### config.mk
export PLATFORM = sky130hd
export DESIGN_NAME = rbt_transceiver
export DESIGN_NICKNAME = d
export VERILOG_FILES = /design/src/logic/rbt_pkg.sv /design/src/logic/rbt_fifo.sv /design/src/logic/rbt_transceiver.sv
export SDC_FILE = /design/constraint.sdc
export NUM_CORES = 1
export LEC_CHECK = 0
export ABC_CLOCK_PERIOD_IN_PS = 4450
export BUFFER_PORTS_ARGS = -buffer_cell sky130_fd_sc_hd__clkbuf_2
export CAP_MARGIN = 10
export CORE_MARGIN = 5
export CORE_UTILIZATION = 64
export CTS_CLUSTER_SIZE = 12
export DETAILED_ROUTE_END_ITERATION = 8
export PLACE_DENSITY = 0.83
export REMOVE_ABC_BUFFERS = 1
export SYNTH_ARGS = -nofsm -noshare
export SYNTH_HDL_FRONTEND = slang
export SYNTH_SLANG_ARGS = --single-unit
export TNS_END_PERCENT = 50
### constraint.sdc
create_clock -name clk_i -period 4.45 [get_ports clk_i]
set_clock_uncertainty 0.2 [all_clocks]
set_input_delay 0.2225 -clock clk_i [delete_from_list [all_inputs] [get_ports clk_i]]
set_output_delay 0.2225 -clock clk_i [all_outputs]
set_load 0.1 [all_outputs]
### src/logic/rbt_pkg.sv
// constants shared by the registered bus transceiver
// Behaviour
// - low select passes live opposite bus, high select passes stored register
// - each capture clock rising edge loads its own side's bus into its register
// - drive B only while B enable high; drive A only while A enable low
// - both enables low, A select low: A bus follows B bus live
// - both enables low, A select high: A bus shows B-to-A register
// - both enables high, B select low: B bus follows A bus live
// - both enables high, B select high: B bus shows A-to-B register
// - B enable high, A enable low, both selects high: both buses from registers
// - both enables high, B select low, both clocks rising: A value lands in both registers
// - both enables low, A select low, both clocks rising: B value lands in both registers
// - real-time selects with both directions enabled make buses hold their state
// - select changes between stored and live data without output glitch
// - eight identical bit channels sharing the common controls
package rbt_pkg;
  // data width of each bus
  localparam int RBT_WIDTH = 8;
  // depth of the capture fifo on the b-to-a path
  localparam int RBT_FIFO_DEPTH = 16;
  // value of every data register in the transceiver after reset, except the fifo storage array
  localparam logic [7:0] RBT_DATA_RESET = 8'h00;
  // pipeline stages of every pin synchroniser
  localparam int RBT_SYNC_STAGES = 2;
endpackage

### src/logic/rbt_fifo.sv
// small synchronous fifo with valid/ready on both sides
module rbt_fifo #(
  parameter int WIDTH = 8,
  parameter int DEPTH = 16
) (
  input wire logic clk_i,
  input wire logic reset_i,
  input wire logic in_valid_i,
  output logic in_ready_o,
  input wire logic [WIDTH-1:0] in_data_i,
  output logic out_valid_o,
  input wire logic out_ready_i,
  output logic [WIDTH-1:0] out_data_o
);
  localparam int AW = $clog2(DEPTH);

  logic [WIDTH-1:0] mem_reg [DEPTH];
  logic [AW-1:0] wr_ptr_reg;
  logic [AW-1:0] rd_ptr_reg;
  logic [AW:0] count_reg;
  logic push;
  logic pop;

  // honest flags straight from the occupancy count
  assign in_ready_o = (count_reg != AW'(0) + (AW+1)'(DEPTH)) ? 1'b1 : 1'b0;
  assign out_valid_o = (count_reg != '0);
  assign out_data_o = mem_reg[rd_ptr_reg];
  assign push = in_valid_i && in_ready_o;
  assign pop = out_valid_o && out_ready_i;

  // storage array, written only on a taken push
  always_ff @(posedge clk_i)
  begin
    if (push)
    begin
      mem_reg[wr_ptr_reg] <= in_data_i;
    end
  end

  // pointers and count
  always_ff @(posedge clk_i)
  begin
    if (reset_i)
    begin
      wr_ptr_reg <= '0;
      rd_ptr_reg <= '0;
      count_reg <= '0;
    end
    else
    begin
      if (push)
      begin
        wr_ptr_reg <= wr_ptr_reg + AW'(1);
      end
      if (pop)
      begin
        rd_ptr_reg <= rd_ptr_reg + AW'(1);
      end
      if (push && !pop)
      begin
        count_reg <= count_reg + (AW+1)'(1);
      end
      else if (pop && !push)
      begin
        count_reg <= count_reg - (AW+1)'(1);
      end
    end
  end
endmodule

### src/logic/rbt_transceiver.sv
// registered eight-bit bus transceiver between bus a and bus b
module rbt_transceiver (
  input wire logic clk_i,
  input wire logic reset_i,
  input wire logic drive_b_bus_enable_i,
  input wire logic drive_a_bus_enable_low_i,
  input wire logic b_bus_source_select_i,
  input wire logic a_bus_source_select_i,
  input wire logic a_side_capture_clock_i,
  input wire logic b_side_capture_clock_i,
  input wire logic [7:0] a_bus_i,
  output logic [7:0] a_bus_o,
  output logic a_bus_oe_o,
  input wire logic [7:0] b_bus_i,
  output logic [7:0] b_bus_o,
  output logic b_bus_oe_o,
  output logic [7:0] b_capture_data_o,
  output logic b_capture_valid_o,
  input wire logic b_capture_ready_i,
  output logic b_capture_overflow_o
);
  // ****************************************
  // pin synchronisers
  // ****************************************
  logic [7:0] a_meta_reg;
  logic [7:0] a_sync_reg;
  logic [7:0] b_meta_reg;
  logic [7:0] b_sync_reg;
  logic [5:0] ctl_meta_reg;
  logic [5:0] ctl_sync_reg;
  logic cap_a_last_reg;
  logic cap_b_last_reg;

  // bus a pins: two flops, only the second stage is read
  always_ff @(posedge clk_i)
  begin
    if (reset_i)
    begin
      a_meta_reg <= rbt_pkg::RBT_DATA_RESET;
      a_sync_reg <= rbt_pkg::RBT_DATA_RESET;
    end
    else
    begin
      a_meta_reg <= a_bus_i;
      a_sync_reg <= a_meta_reg;
    end
  end

  // bus b pins, same depth so both buses line up in time
  always_ff @(posedge clk_i)
  begin
    if (reset_i)
    begin
      b_meta_reg <= rbt_pkg::RBT_DATA_RESET;
      b_sync_reg <= rbt_pkg::RBT_DATA_RESET;
    end
    else
    begin
      b_meta_reg <= b_bus_i;
      b_sync_reg <= b_meta_reg;
    end
  end

  // control pins; a one-clock skew between them is accepted,
  // since every control is a level held for several clocks
  always_ff @(posedge clk_i)
  begin
    if (reset_i)
    begin
      ctl_meta_reg <= 6'h00;
      ctl_sync_reg <= 6'h00;
    end
    else
    begin
      ctl_meta_reg <= {drive_b_bus_enable_i, drive_a_bus_enable_low_i, b_bus_source_select_i,
                       a_bus_source_select_i, a_side_capture_clock_i, b_side_capture_clock_i};
      ctl_sync_reg <= ctl_meta_reg;
    end
  end

  // ****************************************
  // control decode
  // ****************************************
  logic en_b;
  logic en_a_low;
  logic sel_b;
  logic sel_a;
  logic cap_a;
  logic cap_b;
  assign en_b = ctl_sync_reg[5];
  assign en_a_low = ctl_sync_reg[4];
  assign sel_b = ctl_sync_reg[3];
  assign sel_a = ctl_sync_reg[2];
  assign cap_a = ctl_sync_reg[1];
  assign cap_b = ctl_sync_reg[0];

  // ****************************************
  // capture edge detection
  // ****************************************
  logic rise_a;
  logic rise_b;
  assign rise_a = cap_a && !cap_a_last_reg;
  assign rise_b = cap_b && !cap_b_last_reg;

  // previous level of the a-side capture clock; low after reset like the idle pin
  always_ff @(posedge clk_i)
  begin
    if (reset_i)
    begin
      cap_a_last_reg <= 1'b0;
    end
    else
    begin
      cap_a_last_reg <= cap_a;
    end
  end

  // previous level of the b-side capture clock
  always_ff @(posedge clk_i)
  begin
    if (reset_i)
    begin
      cap_b_last_reg <= 1'b0;
    end
    else
    begin
      cap_b_last_reg <= cap_b;
    end
  end

  // ****************************************
  // wire level seen at the pins
  // ****************************************
  // when we drive a bus, the pin carries our own value, so a capture
  // taken then sees what we drive; this is how both-register loads arise
  logic [7:0] a_seen;
  logic [7:0] b_seen;
  logic [7:0] a_drive;
  logic [7:0] b_drive;
  logic [7:0] ab_store_reg;
  logic [7:0] ba_store_reg;
  logic a_drv_on;
  logic b_drv_on;

  assign a_drv_on = !en_a_low;
  assign b_drv_on = en_b;

  // the synchronised pin value already reflects our own drive on a shared
  // wire, so a driven bus reads back its source; this hold intact
  assign a_seen = a_sync_reg;
  assign b_seen = b_sync_reg;

  // per-bit source select, applied to all eight channels alike
  function automatic logic [7:0] rbt_pick(input logic sel, input logic [7:0] live, input logic [7:0] stored);
    rbt_pick = sel ? stored : live;
  endfunction

  // capture source: a bus we drive live from the far side carries the
  // far value, so it is taken directly rather than after the read-back lag
  function automatic logic [7:0] rbt_cap_src(input logic driven, input logic sel, input logic [7:0] own,
    input logic [7:0] far);
    rbt_cap_src = (driven && !sel) ? far : own;
  endfunction

  // ****************************************
  // capture sources
  // ****************************************
  logic [7:0] ab_load_val;
  logic [7:0] ba_load_val;
  assign ab_load_val = rbt_cap_src(a_drv_on, sel_a, a_seen, b_seen);
  assign ba_load_val = rbt_cap_src(b_drv_on, sel_b, b_seen, a_seen);

  // ****************************************
  // storage registers
  // ****************************************
  // a-to-b register loads on a-side capture edge regardless of selects
  always_ff @(posedge clk_i)
  begin
    if (reset_i)
    begin
      ab_store_reg <= rbt_pkg::RBT_DATA_RESET;
    end
    else if (rise_a)
    begin
      ab_store_reg <= ab_load_val;
    end
    // no edge: content held
  end

  // b-to-a register; when bus b is driven from a, b_seen is the a value
  always_ff @(posedge clk_i)
  begin
    if (reset_i)
    begin
      ba_store_reg <= rbt_pkg::RBT_DATA_RESET;
    end
    else if (rise_b)
    begin
      ba_store_reg <= ba_load_val;
    end
  end

  // ****************************************
  // output path
  // ****************************************
  // source select per direction, shared by all eight channels
  assign a_drive = rbt_pick(sel_a, b_seen, ba_store_reg);
  assign b_drive = rbt_pick(sel_b, a_seen, ab_store_reg);

  // ****************************************
  // bus a driver
  // ****************************************
  // mux output sampled once a clock, so a select change moves the
  // pin in one clean step with no decoding glitch
  always_ff @(posedge clk_i)
  begin
    if (reset_i)
    begin
      a_bus_o <= rbt_pkg::RBT_DATA_RESET;
    end
    else
    begin
      a_bus_o <= a_drive;
    end
  end

  // a enable follows the active-low pin; released during reset
  always_ff @(posedge clk_i)
  begin
    if (reset_i)
    begin
      a_bus_oe_o <= 1'b0;
    end
    else
    begin
      a_bus_oe_o <= a_drv_on;
    end
  end

  // ****************************************
  // bus b driver
  // ****************************************
  // same registered mux as bus a, for the same glitch-free switch
  always_ff @(posedge clk_i)
  begin
    if (reset_i)
    begin
      b_bus_o <= rbt_pkg::RBT_DATA_RESET;
    end
    else
    begin
      b_bus_o <= b_drive;
    end
  end

  // b enable follows the active-high pin; released during reset
  always_ff @(posedge clk_i)
  begin
    if (reset_i)
    begin
      b_bus_oe_o <= 1'b0;
    end
    else
    begin
      b_bus_oe_o <= b_drv_on;
    end
  end

  // ****************************************
  // capture stream of b-side loads
  // ****************************************
  // every b-side capture also enters a fifo; a full fifo drops the word
  // and raises a sticky flag, since a capture edge cannot be stalled
  logic fifo_in_ready;
  logic fifo_out_valid;
  logic [7:0] fifo_out_data;

  rbt_fifo #(
    .WIDTH(rbt_pkg::RBT_WIDTH),
    .DEPTH(rbt_pkg::RBT_FIFO_DEPTH)
  ) u_fifo (
    .clk_i(clk_i),
    .reset_i(reset_i),
    .in_valid_i(rise_b),
    .in_ready_o(fifo_in_ready),
    .in_data_i(ba_load_val),
    .out_valid_o(fifo_out_valid),
    .out_ready_i(!b_capture_valid_o || b_capture_ready_i),
    .out_data_o(fifo_out_data)
  );

  // output stage refills when empty or when its word is taken; valid
  // never waits on ready, so a consumer that waits on valid cannot stall
  always_ff @(posedge clk_i)
  begin
    if (reset_i)
    begin
      b_capture_valid_o <= 1'b0;
      b_capture_data_o <= rbt_pkg::RBT_DATA_RESET;
    end
    else if (!b_capture_valid_o || b_capture_ready_i)
    begin
      b_capture_valid_o <= fifo_out_valid;
      if (fifo_out_valid)
      begin
        b_capture_data_o <= fifo_out_data;
      end
    end
  end

  // ****************************************
  // overflow report
  // ****************************************
  // sticky overflow flag, cleared only by reset
  always_ff @(posedge clk_i)
  begin
    if (reset_i)
    begin
      b_capture_overflow_o <= 1'b0;
    end
    else if (rise_b && !fifo_in_ready)
    begin
      b_capture_overflow_o <= 1'b1;
    end
  end
endmodule

=== Word-level counts from Yosys, hierarchy flattened ===
Memory sizes are Yosys's and may differ from the RTL's. A register that Yosys moved wholly into a read port is not among the register bits.
Index checks and enable logic that the tools add are counted.

* Add/sub/neg operators: 4
* Equality and inequality tests: 1
* Mux-type cells: 9
* Reductions and logical operators: 22

{| class="wikitable"
|+ Operators by type and width
! operator !! count
|-
| 8-bit two-way mux || 4
|-
| 5-bit two-way mux || 2
|-
| 1-bit logical AND || 9
|-
| 1-bit zero test || 9
|-
| 4-bit by 1-bit adder with 4-bit output (second input constant) || 2
|-
| 5-bit by 1-bit adder with 5-bit output (second input constant) || 1
|-
| 5-bit inequality test (second input constant) || 1
|-
| 5-bit nonzero test || 1
|-
| 5-bit by 1-bit subtractor with 5-bit output (second input constant) || 1
|-
| 1-bit two-way mux || 3
|-
| 2-bit AND reduction || 1
|-
| 2-bit nonzero test || 1
|-
| 1-bit logical OR || 1
|}

* Register bits: 95
* Memory bits (writable): 128
* Output and inout port bits: 28
* Logic and storage cells: 56
* Memories: 1

{| class="wikitable"
|+ Memories
! memory !! words !! width !! rd ports !! clocked after Yosys merged registers in !! wr ports !! RTL line !! RTL
|-
| u_fifo.mem_reg || 16 || 8 || 1 || 1 || 1 || rbt_fifo.sv:17 || <nowiki>logic [WIDTH-1:0] mem_reg [DEPTH];</nowiki>
|}

=== Longest topological paths before layout ===
Gate-level depths: netlist (run 1).

* Word-level depth: 7
* Depth in mapped cells: 11

=== By module ===
A second synthesis (run 1) with hierarchy kept.

* Cell total of the unflattened synthesis: 601
* Area total of the unflattened synthesis: 8750.9 um^2

{| class="wikitable"
|+ By module, submodules not included
! module !! times used !! cells each !! area each (um^2) !! seq. area each (um^2)
|-
| rbt_fifo || 1 || 311 || 5761.8 || 4184.0
|-
| rbt_transceiver || 1 || 290 || 2989.1 || 1801.7
|}

=== Worst setup path before layout (run 1) ===
Ideal clock, no wire load.

* Path type: register to register
* From: register b_capture_valid_o
* To: register u_fifo.count_reg[4]
* Data arrival time: 3.189 ns
* Path slack: 0.941 ns
* Cell stages (with the launch flop): 12
* Path buffers: 1
* Cell sequence: dfxtp_1 -> nand2b_1 -> a21boi_2 -> buf_6 -> inv_1 -> ha_1 -> inv_1 -> fa_1 -> a21o_1 -> a21oi_1 -> mux2i_1 -> mux2_2

* Cells in the longest elaborated chain, start to end: 6

{| class="wikitable"
|+ RTL lines
! item !! RTL line !! RTL
|-
| start, declared || rbt_transceiver.sv:18 || <nowiki>output logic b_capture_valid_o,</nowiki>
|-
| start signal, assigned || rbt_transceiver.sv:303 || <nowiki>b_capture_valid_o <= fifo_out_valid;</nowiki>
|-
| 1-bit zero test (*) || rbt_transceiver.sv:288 || <nowiki>.out_ready_i(!b_capture_valid_o || b_capture_ready_i),</nowiki>
|-
| 1-bit logical OR (*) || rbt_transceiver.sv:288 ||
|-
| 1-bit logical AND (*) || rbt_fifo.sv:29 || <nowiki>assign pop = out_valid_o && out_ready_i;</nowiki>
|-
| 1-bit zero test || rbt_fifo.sv:59 || <nowiki>if (push && !pop)</nowiki>
|-
| 1-bit logical AND || rbt_fifo.sv:59 ||
|-
| 5-bit two-way mux or 2-bit nonzero test (tied branches) || n/a ||
|-
| end signal, assigned || rbt_fifo.sv:61 || <nowiki>count_reg <= count_reg + (AW+1)'(1);</nowiki>
|-
| end signal, assigned || rbt_fifo.sv:65 || <nowiki>count_reg <= count_reg - (AW+1)'(1);</nowiki>
|-
| end, declared || rbt_fifo.sv:20 || <nowiki>logic [AW:0] count_reg;</nowiki>
|}

Mark *: on every way between the ends. The rest lies on a longest branch, timed or not.
A chain may end at the register's enable or synchronous reset.

=== Final worst setup path (run 1) ===
* From: register u_fifo.count_reg[4]
* To: register u_fifo.count_reg[4]

* Cells in the longest elaborated chain, start to end: 6

{| class="wikitable"
|+ RTL lines
! item
|-
| parallel branches: the longest is 6 deep, another holds 5-bit by 1-bit subtractor with 5-bit output
|}

Several ways; the timed one is not identified. The select of a mux whose other input is x is not followed.

==> impl_results.html, run 1 <==
<table>
<tr><th>Metric</th><th>Value</th></tr>
<tr><th colspan="2">Outcome</th></tr>
<tr><td>Result of the run</td><td>complete, no violations</td></tr>
<tr><th colspan="2">Logic synthesis</th></tr>
<tr><td>Synth warnings</td><td>0</td></tr>
<tr><td>Unique masters post-synth</td><td>42</td></tr>
<tr><td>Cell type contributing the most total cell area after synthesis</td><td>sky130_fd_sc_hd__edfxtp_1</td></tr>
<tr><td>Post-synthesis cell count</td><td>slightly below 600</td></tr>
<tr><td>Fraction of synthesized cell area taken by the top area cell type</td><td>between 40 and 50%</td></tr>
<tr><td>Proportion of synthesized chip area in sequential cells</td><td>approximately 70%</td></tr>
<tr><td>Post-synthesis average cell area</td><td>14.5 um^2</td></tr>
<tr><td>FF+latch count, synth</td><td>231</td></tr>
<tr><td>Cell types with the largest area share after synthesis</td><td>sky130_fd_sc_hd__edfxtp_1 (45%), sky130_fd_sc_hd__dfxtp_1 (24%), sky130_fd_sc_hd__mux2i_1 (7.0%)</td></tr>
<tr><td>Summed instance area of the synthesized netlist</td><td>8620 um^2</td></tr>
<tr><th colspan="2">Die</th></tr>
<tr><td># rows</td><td>42</td></tr>
<tr><td>Die outline area</td><td>15900 um^2</td></tr>
<tr><td>Floorplan die width</td><td>approximately 130 um</td></tr>
<tr><td>Num ports</td><td>53</td></tr>
<tr><td>Die Y</td><td>around 130 um</td></tr>
<tr><td>Std-Cell Core Area</td><td>roughly 13000 um^2</td></tr>
<tr><td>Initial standard-cell utilization of the core</td><td>about 65%</td></tr>
<tr><th colspan="2">Pwr</th></tr>
<tr><td>Switch Pwr</td><td>about 1600 uW</td></tr>
<tr><td>Power density over the cells</td><td>540 nW/um^2</td></tr>
<tr><td>Combinational cell fraction of total power</td><td>21.3%</td></tr>
<tr><td>Overall power</td><td>roughly 5300 uW</td></tr>
<tr><td>Largest vdd supply drop</td><td>about 0.35 mV</td></tr>
<tr><td>Part of the power in registers</td><td>a little under half</td></tr>
<tr><td>Net Sw Frac</td><td>a little under a third</td></tr>
<tr><td>LEAKAGE</td><td>between 0.003 and 0.004 uW</td></tr>
<tr><td>Share of power burned in the clock network</td><td>32.0%</td></tr>
<tr><td>Cell Int Power</td><td>around 3700 uW</td></tr>
<tr><th colspan="2">Timing</th></tr>
<tr><td>Fmax</td><td>between 0.2 and 0.3 GHz</td></tr>
<tr><td>Final period util</td><td>76.6%</td></tr>
<tr><td>Max-slew violation count</td><td>0</td></tr>
<tr><td>Post-route worst setup slack</td><td>a little over 1 ns</td></tr>
<tr><td>Count of final setup violators</td><td>0</td></tr>
<tr><td>Tightest slew margin relative to the limit</td><td>23.2%</td></tr>
<tr><td>Number of hold violations in the final report</td><td>0</td></tr>
<tr><td>Post-route worst hold slack</td><td>around 0.14 ns</td></tr>
<tr><td>Setup repair after global routing missed its margin</td><td>no</td></tr>
<tr><td>Post-Route Setup TNS</td><td>0 ns</td></tr>
<tr><td>Clock period minus worst slack</td><td>about 3.4 ns</td></tr>
<tr><td>Tightest Pin Transition</td><td>1.15 ns</td></tr>
<tr><th colspan="2">Global route</th></tr>
<tr><td>Antenna violations before repair</td><td>0</td></tr>
<tr><td>Met2 Resource Use GR</td><td>35.3%</td></tr>
<tr><td>Met1 Use GR</td><td>about 28%</td></tr>
<tr><td>GR peak layer</td><td>met2</td></tr>
<tr><td>Maximum number of pins on one net before global-route repair</td><td>between 100 and 150</td></tr>
<tr><td>GR Util All Layers</td><td>about a fifth</td></tr>
<tr><td>Global routing usage on met3</td><td>~3.4%</td></tr>
<tr><td>Number of global-route vias before repair</td><td>around 5k</td></tr>
<tr><td>Global-route congestion overflow total</td><td>0</td></tr>
<tr><td>Global-route wire length before repair</td><td>26400 um</td></tr>
<tr><th colspan="2">Hold path</th></tr>
<tr><td>End point of the worst hold path</td><td>a_bus_oe_o</td></tr>
<tr><td>Hold Path Class</td><td>input port to flop</td></tr>
<tr><td>Hold_sp</td><td>reset_i</td></tr>
<tr><td>Hold Crit Depth</td><td>2</td></tr>
<tr><th colspan="2">CTS</th></tr>
<tr><td>Number of gates resized after CTS</td><td>0</td></tr>
<tr><td>CTS root buffer</td><td>sky130_fd_sc_hd__clkbuf_16</td></tr>
<tr><td>Source-to-sink clock delay at the later pin of the worst-skew pair</td><td>~0.50 ns</td></tr>
<tr><td>Deepest level of the CTS H-tree</td><td>1</td></tr>
<tr><td>Number of sinks driven by the clock tree</td><td>231</td></tr>
<tr><td>Clock tree from TritonCTS</td><td>done</td></tr>
<tr><td>TritonCTS buffer count</td><td>23</td></tr>
<tr><td>Number of buffers between clock root and the deepest sink</td><td>3</td></tr>
<tr><td>Number of hold buffers added after CTS</td><td>23</td></tr>
<tr><td>Setup bufs post-CTS</td><td>0</td></tr>
<tr><td>Register clock-pin slew on the reported worst setup and hold paths</td><td>~0.060 ns</td></tr>
<tr><th colspan="2">Cells and area</th></tr>
<tr><td>Layout fillers</td><td>808</td></tr>
<tr><td>Largest register FFs</td><td>roughly 130</td></tr>
<tr><td>Area overhead of the layout relative to synthesis</td><td>14.6%</td></tr>
<tr><td>Share of post-route cells with drive strength above 1</td><td>around 17%</td></tr>
<tr><td># diodes</td><td>0</td></tr>
<tr><td>Number of nets in the finished design</td><td>about 700</td></tr>
<tr><th colspan="2">Place</th></tr>
<tr><td>Post-Place Setup Slack</td><td>~1.1 ns</td></tr>
<tr><td>GP Congestion</td><td>0.793</td></tr>
<tr><td>Post-DP HPWL</td><td>10200 um</td></tr>
<tr><td>Port Buffer Count</td><td>52</td></tr>
<tr><th colspan="2">Worst setup path</th></tr>
<tr><td>Endpoint of the worst-slack reg-to-reg timing path</td><td>u_fifo.count_reg[4]</td></tr>
<tr><td>Critical path start-end classification</td><td>flop to flop</td></tr>
<tr><td>Worst path required time</td><td>4.63 ns</td></tr>
<tr><td>Critical Path Source Type</td><td>flop</td></tr>
<tr><td>R2R cell count</td><td>10</td></tr>
<tr><td>Setup slack of the most critical reg-to-reg path</td><td>around 1.0 ns</td></tr>
<tr><td>Max FO, Critical Path</td><td>19</td></tr>
<tr><td>Endpoint class of the critical path</td><td>flop</td></tr>
<tr><td>First element of the critical path</td><td>u_fifo.count_reg[4]</td></tr>
<tr><td>Crit Reg-Reg Startpoint</td><td>u_fifo.count_reg[4]</td></tr>
<tr><td>Arrival time of data at the critical path endpoint</td><td>approximately 3.6 ns</td></tr>
<tr><th colspan="2">Drt</th></tr>
<tr><td>Count of nets left with antenna violations after detail routing</td><td>0</td></tr>
<tr><td>Wirelength per Cell</td><td>between 15 and 20 um</td></tr>
<tr><td>Overall routed net length</td><td>approximately 17000 um</td></tr>
<tr><td>Count of unresolved DRC violations after routing</td><td>0</td></tr>
<tr><td>Number of DRC markers in iteration 0</td><td>just under 500</td></tr>
<tr><td>DRT Pass-1 Iters</td><td>7</td></tr>
<tr><td>Total via count in the routed design</td><td>4968</td></tr>
<tr><td>Via density per instance</td><td>between 5 and 6</td></tr>
<tr><th colspan="2">Flow run</th></tr>
<tr><td>Max-capacitance violation count</td><td>0</td></tr>
</table>
[power groups by stage]
stage | clock, uW | combinational, uW | sequential (uW)
2_1_floorplan | 0 | 542 | 2850
3_3_place_gp | 0 | 1080 | 2520
3_5_place_dp | 0 | 1110 | 2530
4_1_cts | 1730 | 1140 | 2490
5_1_grt | 1830 | 1210 | 2510
6_report | 1710 | 1140 | 2490
[per-stage QoR]
step	std cells	utilization [%]	cell area, um^2
2_1_floorplan	561	-	8460
3_3_place_gp	795	67.9	8990
3_5_place_dp	795	67.9	8990
4_1_cts	858	74.6	9880
5_1_grt	858	74.6	9880
6_report	858	74.6	9880
[how the worst max path moves through the flow]
stage	to	slack, ns	cells past startpoint
2_1_floorplan	u_fifo.count_reg[4]	0.99	9
3_3_place_gp	u_fifo.count_reg[4]	1.20	10
6_report	u_fifo.count_reg[4]	1.04	10
3_5_place_dp	u_fifo.count_reg[4]	1.06	10
5_1_grt	u_fifo.count_reg[4]	0.83	10
4_1_cts	u_fifo.count_reg[4]	1.05	10
[cells in the final DEF, fill, tap and decap left out, drive strengths merged, types with 6 or more instances in the layout]
master and instances:
a22oi 8, buf 7, nor2b 51, xor2 6, mux2 9, mux2i 60, o22ai 16, dlygate4sd3 23
edfxtp 128, mux4 16, nand2 12, ha 9, o21ai 8, dfxtp 103, nor2 79, clkbuf 89
a311oi 16, inv 6
[layer usage]
metal | share of wire, % | up-vias
li1 | - | 2315
met1 | 41 | 2437
met2 | 51 | 187
met3 | 6.9 | 29
met4 | 2.1 | 0
met5 | 0 | -
[final cells by class]
cell class,instances,area (um^2),share of cell area [%]
sequential,231,5910,59.8
clock inverter,2,13.8,0.139
timing repair buffer,81,538,5.44
multi-input combinational,325,2540,25.7
inverter,5,18.8,0.190
tap,176,220,2.23
clock buffer,38,646,6.53
[cell usage after synthesis]
cell type                  number
sky130_fd_sc_hd__edfxtp_1     128
sky130_fd_sc_hd__dfxtp_1      103
sky130_fd_sc_hd__nor2_1        79
sky130_fd_sc_hd__mux2i_1       60
sky130_fd_sc_hd__nor2b_1       51
sky130_fd_sc_hd__mux4_2        16
sky130_fd_sc_hd__o22ai_1       16
sky130_fd_sc_hd__buf_2         14
sky130_fd_sc_hd__clkbuf_1      14
sky130_fd_sc_hd__a311oi_1      13
sky130_fd_sc_hd__nand2_1       12
sky130_fd_sc_hd__ha_1           9
sky130_fd_sc_hd__a22oi_1        8
sky130_fd_sc_hd__o21ai_0        8
sky130_fd_sc_hd__xor2_1         6
sky130_fd_sc_hd__buf_1          5
sky130_fd_sc_hd__mux2_2         5
sky130_fd_sc_hd__inv_1          4
sky130_fd_sc_hd__mux2_1         4
sky130_fd_sc_hd__nand2b_1       4
sky130_fd_sc_hd__nor3_1         4
sky130_fd_sc_hd__a21oi_1        3
sky130_fd_sc_hd__a311oi_2       3
sky130_fd_sc_hd__xnor2_1        3
sky130_fd_sc_hd__a21boi_2       2
sky130_fd_sc_hd__a21o_1         2
sky130_fd_sc_hd__a31oi_1        2
sky130_fd_sc_hd__and3_1         2
sky130_fd_sc_hd__nand3b_1       2
sky130_fd_sc_hd__o211ai_1       2
sky130_fd_sc_hd__buf_4          1
sky130_fd_sc_hd__buf_6          1
sky130_fd_sc_hd__fa_1           1
sky130_fd_sc_hd__inv_2          1
sky130_fd_sc_hd__nand3_1        1
sky130_fd_sc_hd__nor4_4         1
sky130_fd_sc_hd__o211ai_2       1
sky130_fd_sc_hd__o211ai_4       1
sky130_fd_sc_hd__o31ai_1        1
sky130_fd_sc_hd__or3_1          1
sky130_fd_sc_hd__or3b_1         1
sky130_fd_sc_hd__or4_4          1
[critical path, cell delays in order, from the launching register on]
cell and delay [ns]:
sky130_fd_sc_hd__dfxtp_1 0.44, sky130_fd_sc_hd__inv_2 0.12, sky130_fd_sc_hd__a21boi_2 0.78, sky130_fd_sc_hd__inv_1 0.10, sky130_fd_sc_hd__ha_1 0.25, sky130_fd_sc_hd__inv_1 0.18, sky130_fd_sc_hd__ha_1 0.30, sky130_fd_sc_hd__a21o_1 0.17
sky130_fd_sc_hd__a21oi_1 0.18, sky130_fd_sc_hd__mux2i_1 0.22, sky130_fd_sc_hd__mux2_2 0.34
[kinds of logic (layout without fill, tap and decap cells)]
| logic type | count (synthesis) | count (layout) | share of synthesized area, % |
|---|---|---|---|
| xor+xnor | 9 | 9 | 0.914 |
| mux | 85 | 85 | 12.3 |
| fa+ha+maj | 10 | 10 | 1.54 |
| buf+inv | 40 | 126 | 2.07 |
| flops | 231 | 231 | 68.5 |
| simple gates | 159 | 159 | 9.11 |
| compound gates | 62 | 62 | 5.57 |
Note: power is estimated with default switching activity, not from simulation.
==> inputs of run 2 (changes only) <==
--- a/config.mk
+++ b/config.mk
@@ -5,14 +5,14 @@
 export SDC_FILE = /design/constraint.sdc
 export NUM_CORES = 1
 export LEC_CHECK = 0
-export ABC_CLOCK_PERIOD_IN_PS = 4450
+export ABC_CLOCK_PERIOD_IN_PS = 3300
 export BUFFER_PORTS_ARGS = -buffer_cell sky130_fd_sc_hd__clkbuf_2
 export CAP_MARGIN = 10
 export CORE_MARGIN = 5
-export CORE_UTILIZATION = 64
+export CORE_UTILIZATION = 60
 export CTS_CLUSTER_SIZE = 12
 export DETAILED_ROUTE_END_ITERATION = 8
-export PLACE_DENSITY = 0.83
+export PLACE_DENSITY = 0.79
 export REMOVE_ABC_BUFFERS = 1
 export SYNTH_ARGS = -nofsm -noshare
 export SYNTH_HDL_FRONTEND = slang
==> constraint.sdc (replaced) <==
create_clock -name clk_i -period 3.3 [get_ports clk_i]
set_clock_uncertainty 0.2 [all_clocks]
set_input_delay 0.165 -clock clk_i [delete_from_list [all_inputs] [get_ports clk_i]]
set_output_delay 0.165 -clock clk_i [all_outputs]
set_load 0.1 [all_outputs]
==> run 2 against run 1 <==
Net effect: worst hold slack worse by 0.13 ns; fmax is 11% higher; global-route usage is 0.61 points lower; non-clock buffer count is 6 higher; total power is 36% higher; clock-buffer cell count stayed put; largest power group unchanged.
==> impl_results.html, run 2 (same netlist as run 1, synthesis figures left out) <==
<table>
<tr><th>Metric</th><th>Value</th></tr>
<tr><th colspan="2">Place</th></tr>
<tr><td>GP Congestion</td><td>0.837 (was 0.793)</td></tr>
<tr><td>Post-DP HPWL</td><td>10400 um (was 10200 um)</td></tr>
<tr><td>Cell count after placement</td><td>805 (was 795)</td></tr>
<tr><td>Port Buffer Count</td><td>52 (unchanged)</td></tr>
<tr><th colspan="2">CTS</th></tr>
<tr><td>Register clock-pin slew on the reported worst setup and hold paths</td><td>0.06 ns (about the same)</td></tr>
<tr><td>Clock tree from TritonCTS</td><td>done (unchanged)</td></tr>
<tr><td>TritonCTS buffer count</td><td>23 (unchanged)</td></tr>
<tr><td>Number of gates resized after CTS</td><td>0 (unchanged)</td></tr>
<tr><td>Setup bufs post-CTS</td><td>0 (unchanged)</td></tr>
<tr><td>Deepest level of the CTS H-tree</td><td>1 (unchanged)</td></tr>
<tr><td>Source-to-sink clock delay at the later pin of the worst-skew pair</td><td>0.51 ns (was 0.50 ns)</td></tr>
<tr><td>CTS root buffer</td><td>sky130_fd_sc_hd__clkbuf_16 (unchanged)</td></tr>
<tr><td>Number of sinks driven by the clock tree</td><td>231 (unchanged)</td></tr>
<tr><td>Number of buffers between clock root and the deepest sink</td><td>3 (unchanged)</td></tr>
<tr><th colspan="2">Worst setup path</th></tr>
<tr><td>Critical path start-end classification</td><td>flop to flop (unchanged)</td></tr>
<tr><td>Critical Path Source Type</td><td>flop (unchanged)</td></tr>
<tr><td>R2R cell count</td><td>10 (unchanged)</td></tr>
<tr><td>Max FO, Critical Path</td><td>5 (was 19)</td></tr>
<tr><td>Endpoint class of the critical path</td><td>flop (unchanged)</td></tr>
<tr><td>Crit Reg-Reg Startpoint</td><td>u_fifo.count_reg[1] (was u_fifo.count_reg[4])</td></tr>
<tr><td>Arrival time of data at the critical path endpoint</td><td>3.27 ns (was 3.59 ns)</td></tr>
<tr><td>Worst path required time</td><td>3.50 ns (was 4.63 ns)</td></tr>
<tr><td>First element of the critical path</td><td>u_fifo.count_reg[1] (was u_fifo.count_reg[4])</td></tr>
<tr><th colspan="2">Cells and area</th></tr>
<tr><td>Area overhead of the layout relative to synthesis</td><td>15.4% (was 14.6%)</td></tr>
<tr><td># diodes</td><td>0 (unchanged)</td></tr>
<tr><td>Number of nets in the finished design</td><td>708 (was 702)</td></tr>
<tr><td>Most frequent cells in the layout</td><td>sky130_fd_sc_hd__edfxtp_1 (128), sky130_fd_sc_hd__dfxtp_1 (102), sky130_fd_sc_hd__nor2_1 (79), sky130_fd_sc_hd__mux2i_1 (60) (unchanged)</td></tr>
<tr><td>Commonest non-fill, non-tap cell in the layout</td><td>sky130_fd_sc_hd__edfxtp_1 (unchanged)</td></tr>
<tr><td>Largest register FFs</td><td>128 (unchanged)</td></tr>
<tr><td>Post-Layout Cell Count</td><td>867 (was 858)</td></tr>
<tr><td>Share of post-route cells with drive strength above 1</td><td>18.0% (was 17.2%)</td></tr>
<tr><th colspan="2">Drt</th></tr>
<tr><td>Top Metal Used</td><td>met4 (unchanged)</td></tr>
<tr><td>Routed length on met3</td><td>930 um (was 1130 um)</td></tr>
<tr><td>DRT Pass-1 Iters</td><td>5 (was 7)</td></tr>
<tr><td>Count of unresolved DRC violations after routing</td><td>0 (unchanged)</td></tr>
<tr><td>Via density per instance</td><td>5.63 (was 5.79)</td></tr>
<tr><td>Total via count in the routed design</td><td>4882 (was 4968)</td></tr>
<tr><td>WL met2</td><td>8300 um (was 8370 um)</td></tr>
<tr><td>Overall routed net length</td><td>16600 um (was 16500 um)</td></tr>
<tr><td>Number of DRC markers in iteration 0</td><td>370 (was 489)</td></tr>
<tr><td>Wirelength per Cell</td><td>19.1 um (was 19.3 um)</td></tr>
<tr><td>Count of nets left with antenna violations after detail routing</td><td>0 (unchanged)</td></tr>
<tr><td>Sum of routed wire segments on met1</td><td>6940 um (was 6700 um)</td></tr>
<tr><th colspan="2">Pwr</th></tr>
<tr><td>Cell Int Power</td><td>5070 uW (was 3720 uW)</td></tr>
<tr><td>Power density over the cells</td><td>731 nW/um^2 (was 540 nW/um^2)</td></tr>
<tr><td>Part of the power in registers</td><td>45.7% (was 46.6%)</td></tr>
<tr><td>Net Sw Frac</td><td>30.3% (was 30.2%)</td></tr>
<tr><td>Switch Pwr</td><td>2200 uW (was 1610 uW)</td></tr>
<tr><td>LEAKAGE</td><td>0.00350 uW (was 0.00346 uW)</td></tr>
<tr><td>Largest vdd supply drop</td><td>0.465 mV (was 0.353 mV)</td></tr>
<tr><td>Combinational cell fraction of total power</td><td>21.7% (was 21.3%)</td></tr>
<tr><td>Share of power burned in the clock network</td><td>32.6% (was 32.0%)</td></tr>
<tr><td>Overall power</td><td>7270 uW (was 5340 uW)</td></tr>
<tr><th colspan="2">Timing</th></tr>
<tr><td>Post-Route Setup TNS</td><td>0 ns (unchanged)</td></tr>
<tr><td>Setup repair after global routing missed its margin</td><td>no (unchanged)</td></tr>
<tr><td>Tightest slew margin relative to the limit</td><td>29.0% (was 23.2%)</td></tr>
<tr><td>Count of final setup violators</td><td>0 (unchanged)</td></tr>
<tr><td>Clock period minus worst slack</td><td>3.07 ns (was 3.41 ns)</td></tr>
<tr><td>Max-slew violation count</td><td>0 (unchanged)</td></tr>
<tr><td>Fmax</td><td>0.326 GHz (was 0.293 GHz)</td></tr>
<tr><td>Final period util</td><td>93.1% (was 76.6%)</td></tr>
<tr><td>Tightest Pin Transition</td><td>1.06 ns (was 1.15 ns)</td></tr>
<tr><td>Number of hold violations in the final report</td><td>0 (unchanged)</td></tr>
<tr><th colspan="2">Die</th></tr>
<tr><td>Die Y</td><td>130 um (was 126 um)</td></tr>
<tr><td>Die outline area</td><td>16900 um^2 (was 15900 um^2)</td></tr>
<tr><td>Num ports</td><td>53 (unchanged)</td></tr>
<tr><td>Floorplan die width</td><td>130 um (was 126 um)</td></tr>
<tr><td># rows</td><td>43 (was 42)</td></tr>
<tr><td>Std-Cell Core Area</td><td>14000 um^2 (was 13200 um^2)</td></tr>
<tr><td>Initial standard-cell utilization of the core</td><td>61.7% (was 65.1%)</td></tr>
<tr><th colspan="2">Outcome</th></tr>
<tr><td>Result of the run</td><td>complete, no violations (unchanged)</td></tr>
<tr><th colspan="2">Global route</th></tr>
<tr><td>Antenna violations before repair</td><td>0 (unchanged)</td></tr>
<tr><td>Global-route congestion overflow total</td><td>0 (unchanged)</td></tr>
<tr><td>Global-route wire length before repair</td><td>26600 um (was 26400 um)</td></tr>
<tr><td>GR Util All Layers</td><td>20.3% (was 20.9%)</td></tr>
<tr><td>Number of global-route vias before repair</td><td>5130 (was 4994)</td></tr>
<tr><td>Maximum number of pins on one net before global-route repair</td><td>84 (was 106)</td></tr>
<tr><th colspan="2">Flow run</th></tr>
<tr><td>Max-capacitance violation count</td><td>0 (unchanged)</td></tr>
<tr><th colspan="2">Hold path</th></tr>
<tr><td>Hold Path Class</td><td>input port to flop (unchanged)</td></tr>
<tr><td>Hold_sp</td><td>reset_i (unchanged)</td></tr>
<tr><td>Hold Crit Depth</td><td>2 (unchanged)</td></tr>
</table>
## run 2: path summary, 6_finish.rpt
| path | endpoint | slack (ns) |
|---|---|---|
| worst min-delay path | a_bus_oe_o | 0.005 |
| worst max register to register | u_fifo.count_reg[4] | 0.23 |
| worst min register to register | b_seen[3] | 0.23 |
| worst max-delay path | u_fifo.count_reg[4] | 0.23 |
## run 2: area by class of cell
| cell class | count | area (um^2) |
|---|---|---|
| multi-input cells | 325 | 2540 |
| clock inverters | 1 | 20.0 |
| clock buffers | 38 | 659 |
| fillers | 881 | 4040 |
| well taps | 180 | 225 |
| flip-flops and latches | 231 | 5910 |
| repair buffers | 87 | 583 |
| inverters | 5 | 18.8 |
## run 2: what timing repair did
action,4_1_cts,5_1_grt
endpoints found under the setup margin,0,1
hold endpoints to repair,23,0
hold buffers,23,0
## run 2: stage by stage
stage	instance area [um^2]	hold slack, ns	setup slack (ns)	util [%]
CTS	9950	0.000683	0.216	71.2
floorplan	8460	0.0317	-0.163	-
global route	9950	0.0418	0.0275	71.2
global placement	9040	0.172	0.407	64.7
detailed placement	9040	0.181	0.307	64.7
finish	9950	0.00470	0.228	71.2
## run 2: worst max-delay path, cell delays in order (launching register included)
cell                       delay (ns)
sky130_fd_sc_hd__dfxtp_1         0.37
sky130_fd_sc_hd__nor4_4          0.42
sky130_fd_sc_hd__a21boi_2        0.12
sky130_fd_sc_hd__inv_1           0.07
sky130_fd_sc_hd__ha_1            0.16
sky130_fd_sc_hd__inv_1           0.11
sky130_fd_sc_hd__fa_1            0.49
sky130_fd_sc_hd__a21o_1          0.20
sky130_fd_sc_hd__a21oi_1         0.23
sky130_fd_sc_hd__mux2i_1         0.25
sky130_fd_sc_hd__mux2_2          0.35
## run 2: metal layers
| layer | GRT usage (%) | vias to the layer above |
|---|---|---|
| met5 | 0 | - |
| met4 | 7.03 | 0 |
| met3 | 3.85 | 26 |
| met2 | 34.2 | 138 |
| met1 | 26.8 | 2392 |
| li1 | - | 2326 |
## run 2: power groups by stage
stage / Combinational (uW) / Sequential [uW] / Clock (uW)
global placement: 1500 / 3370 / 0
finish: 1580 / 3320 / 2370
detailed placement: 1560 / 3380 / 0
CTS: 1590 / 3320 / 2410
floorplan: 730 / 3840 / 0
global route: 1700 / 3350 / 2540
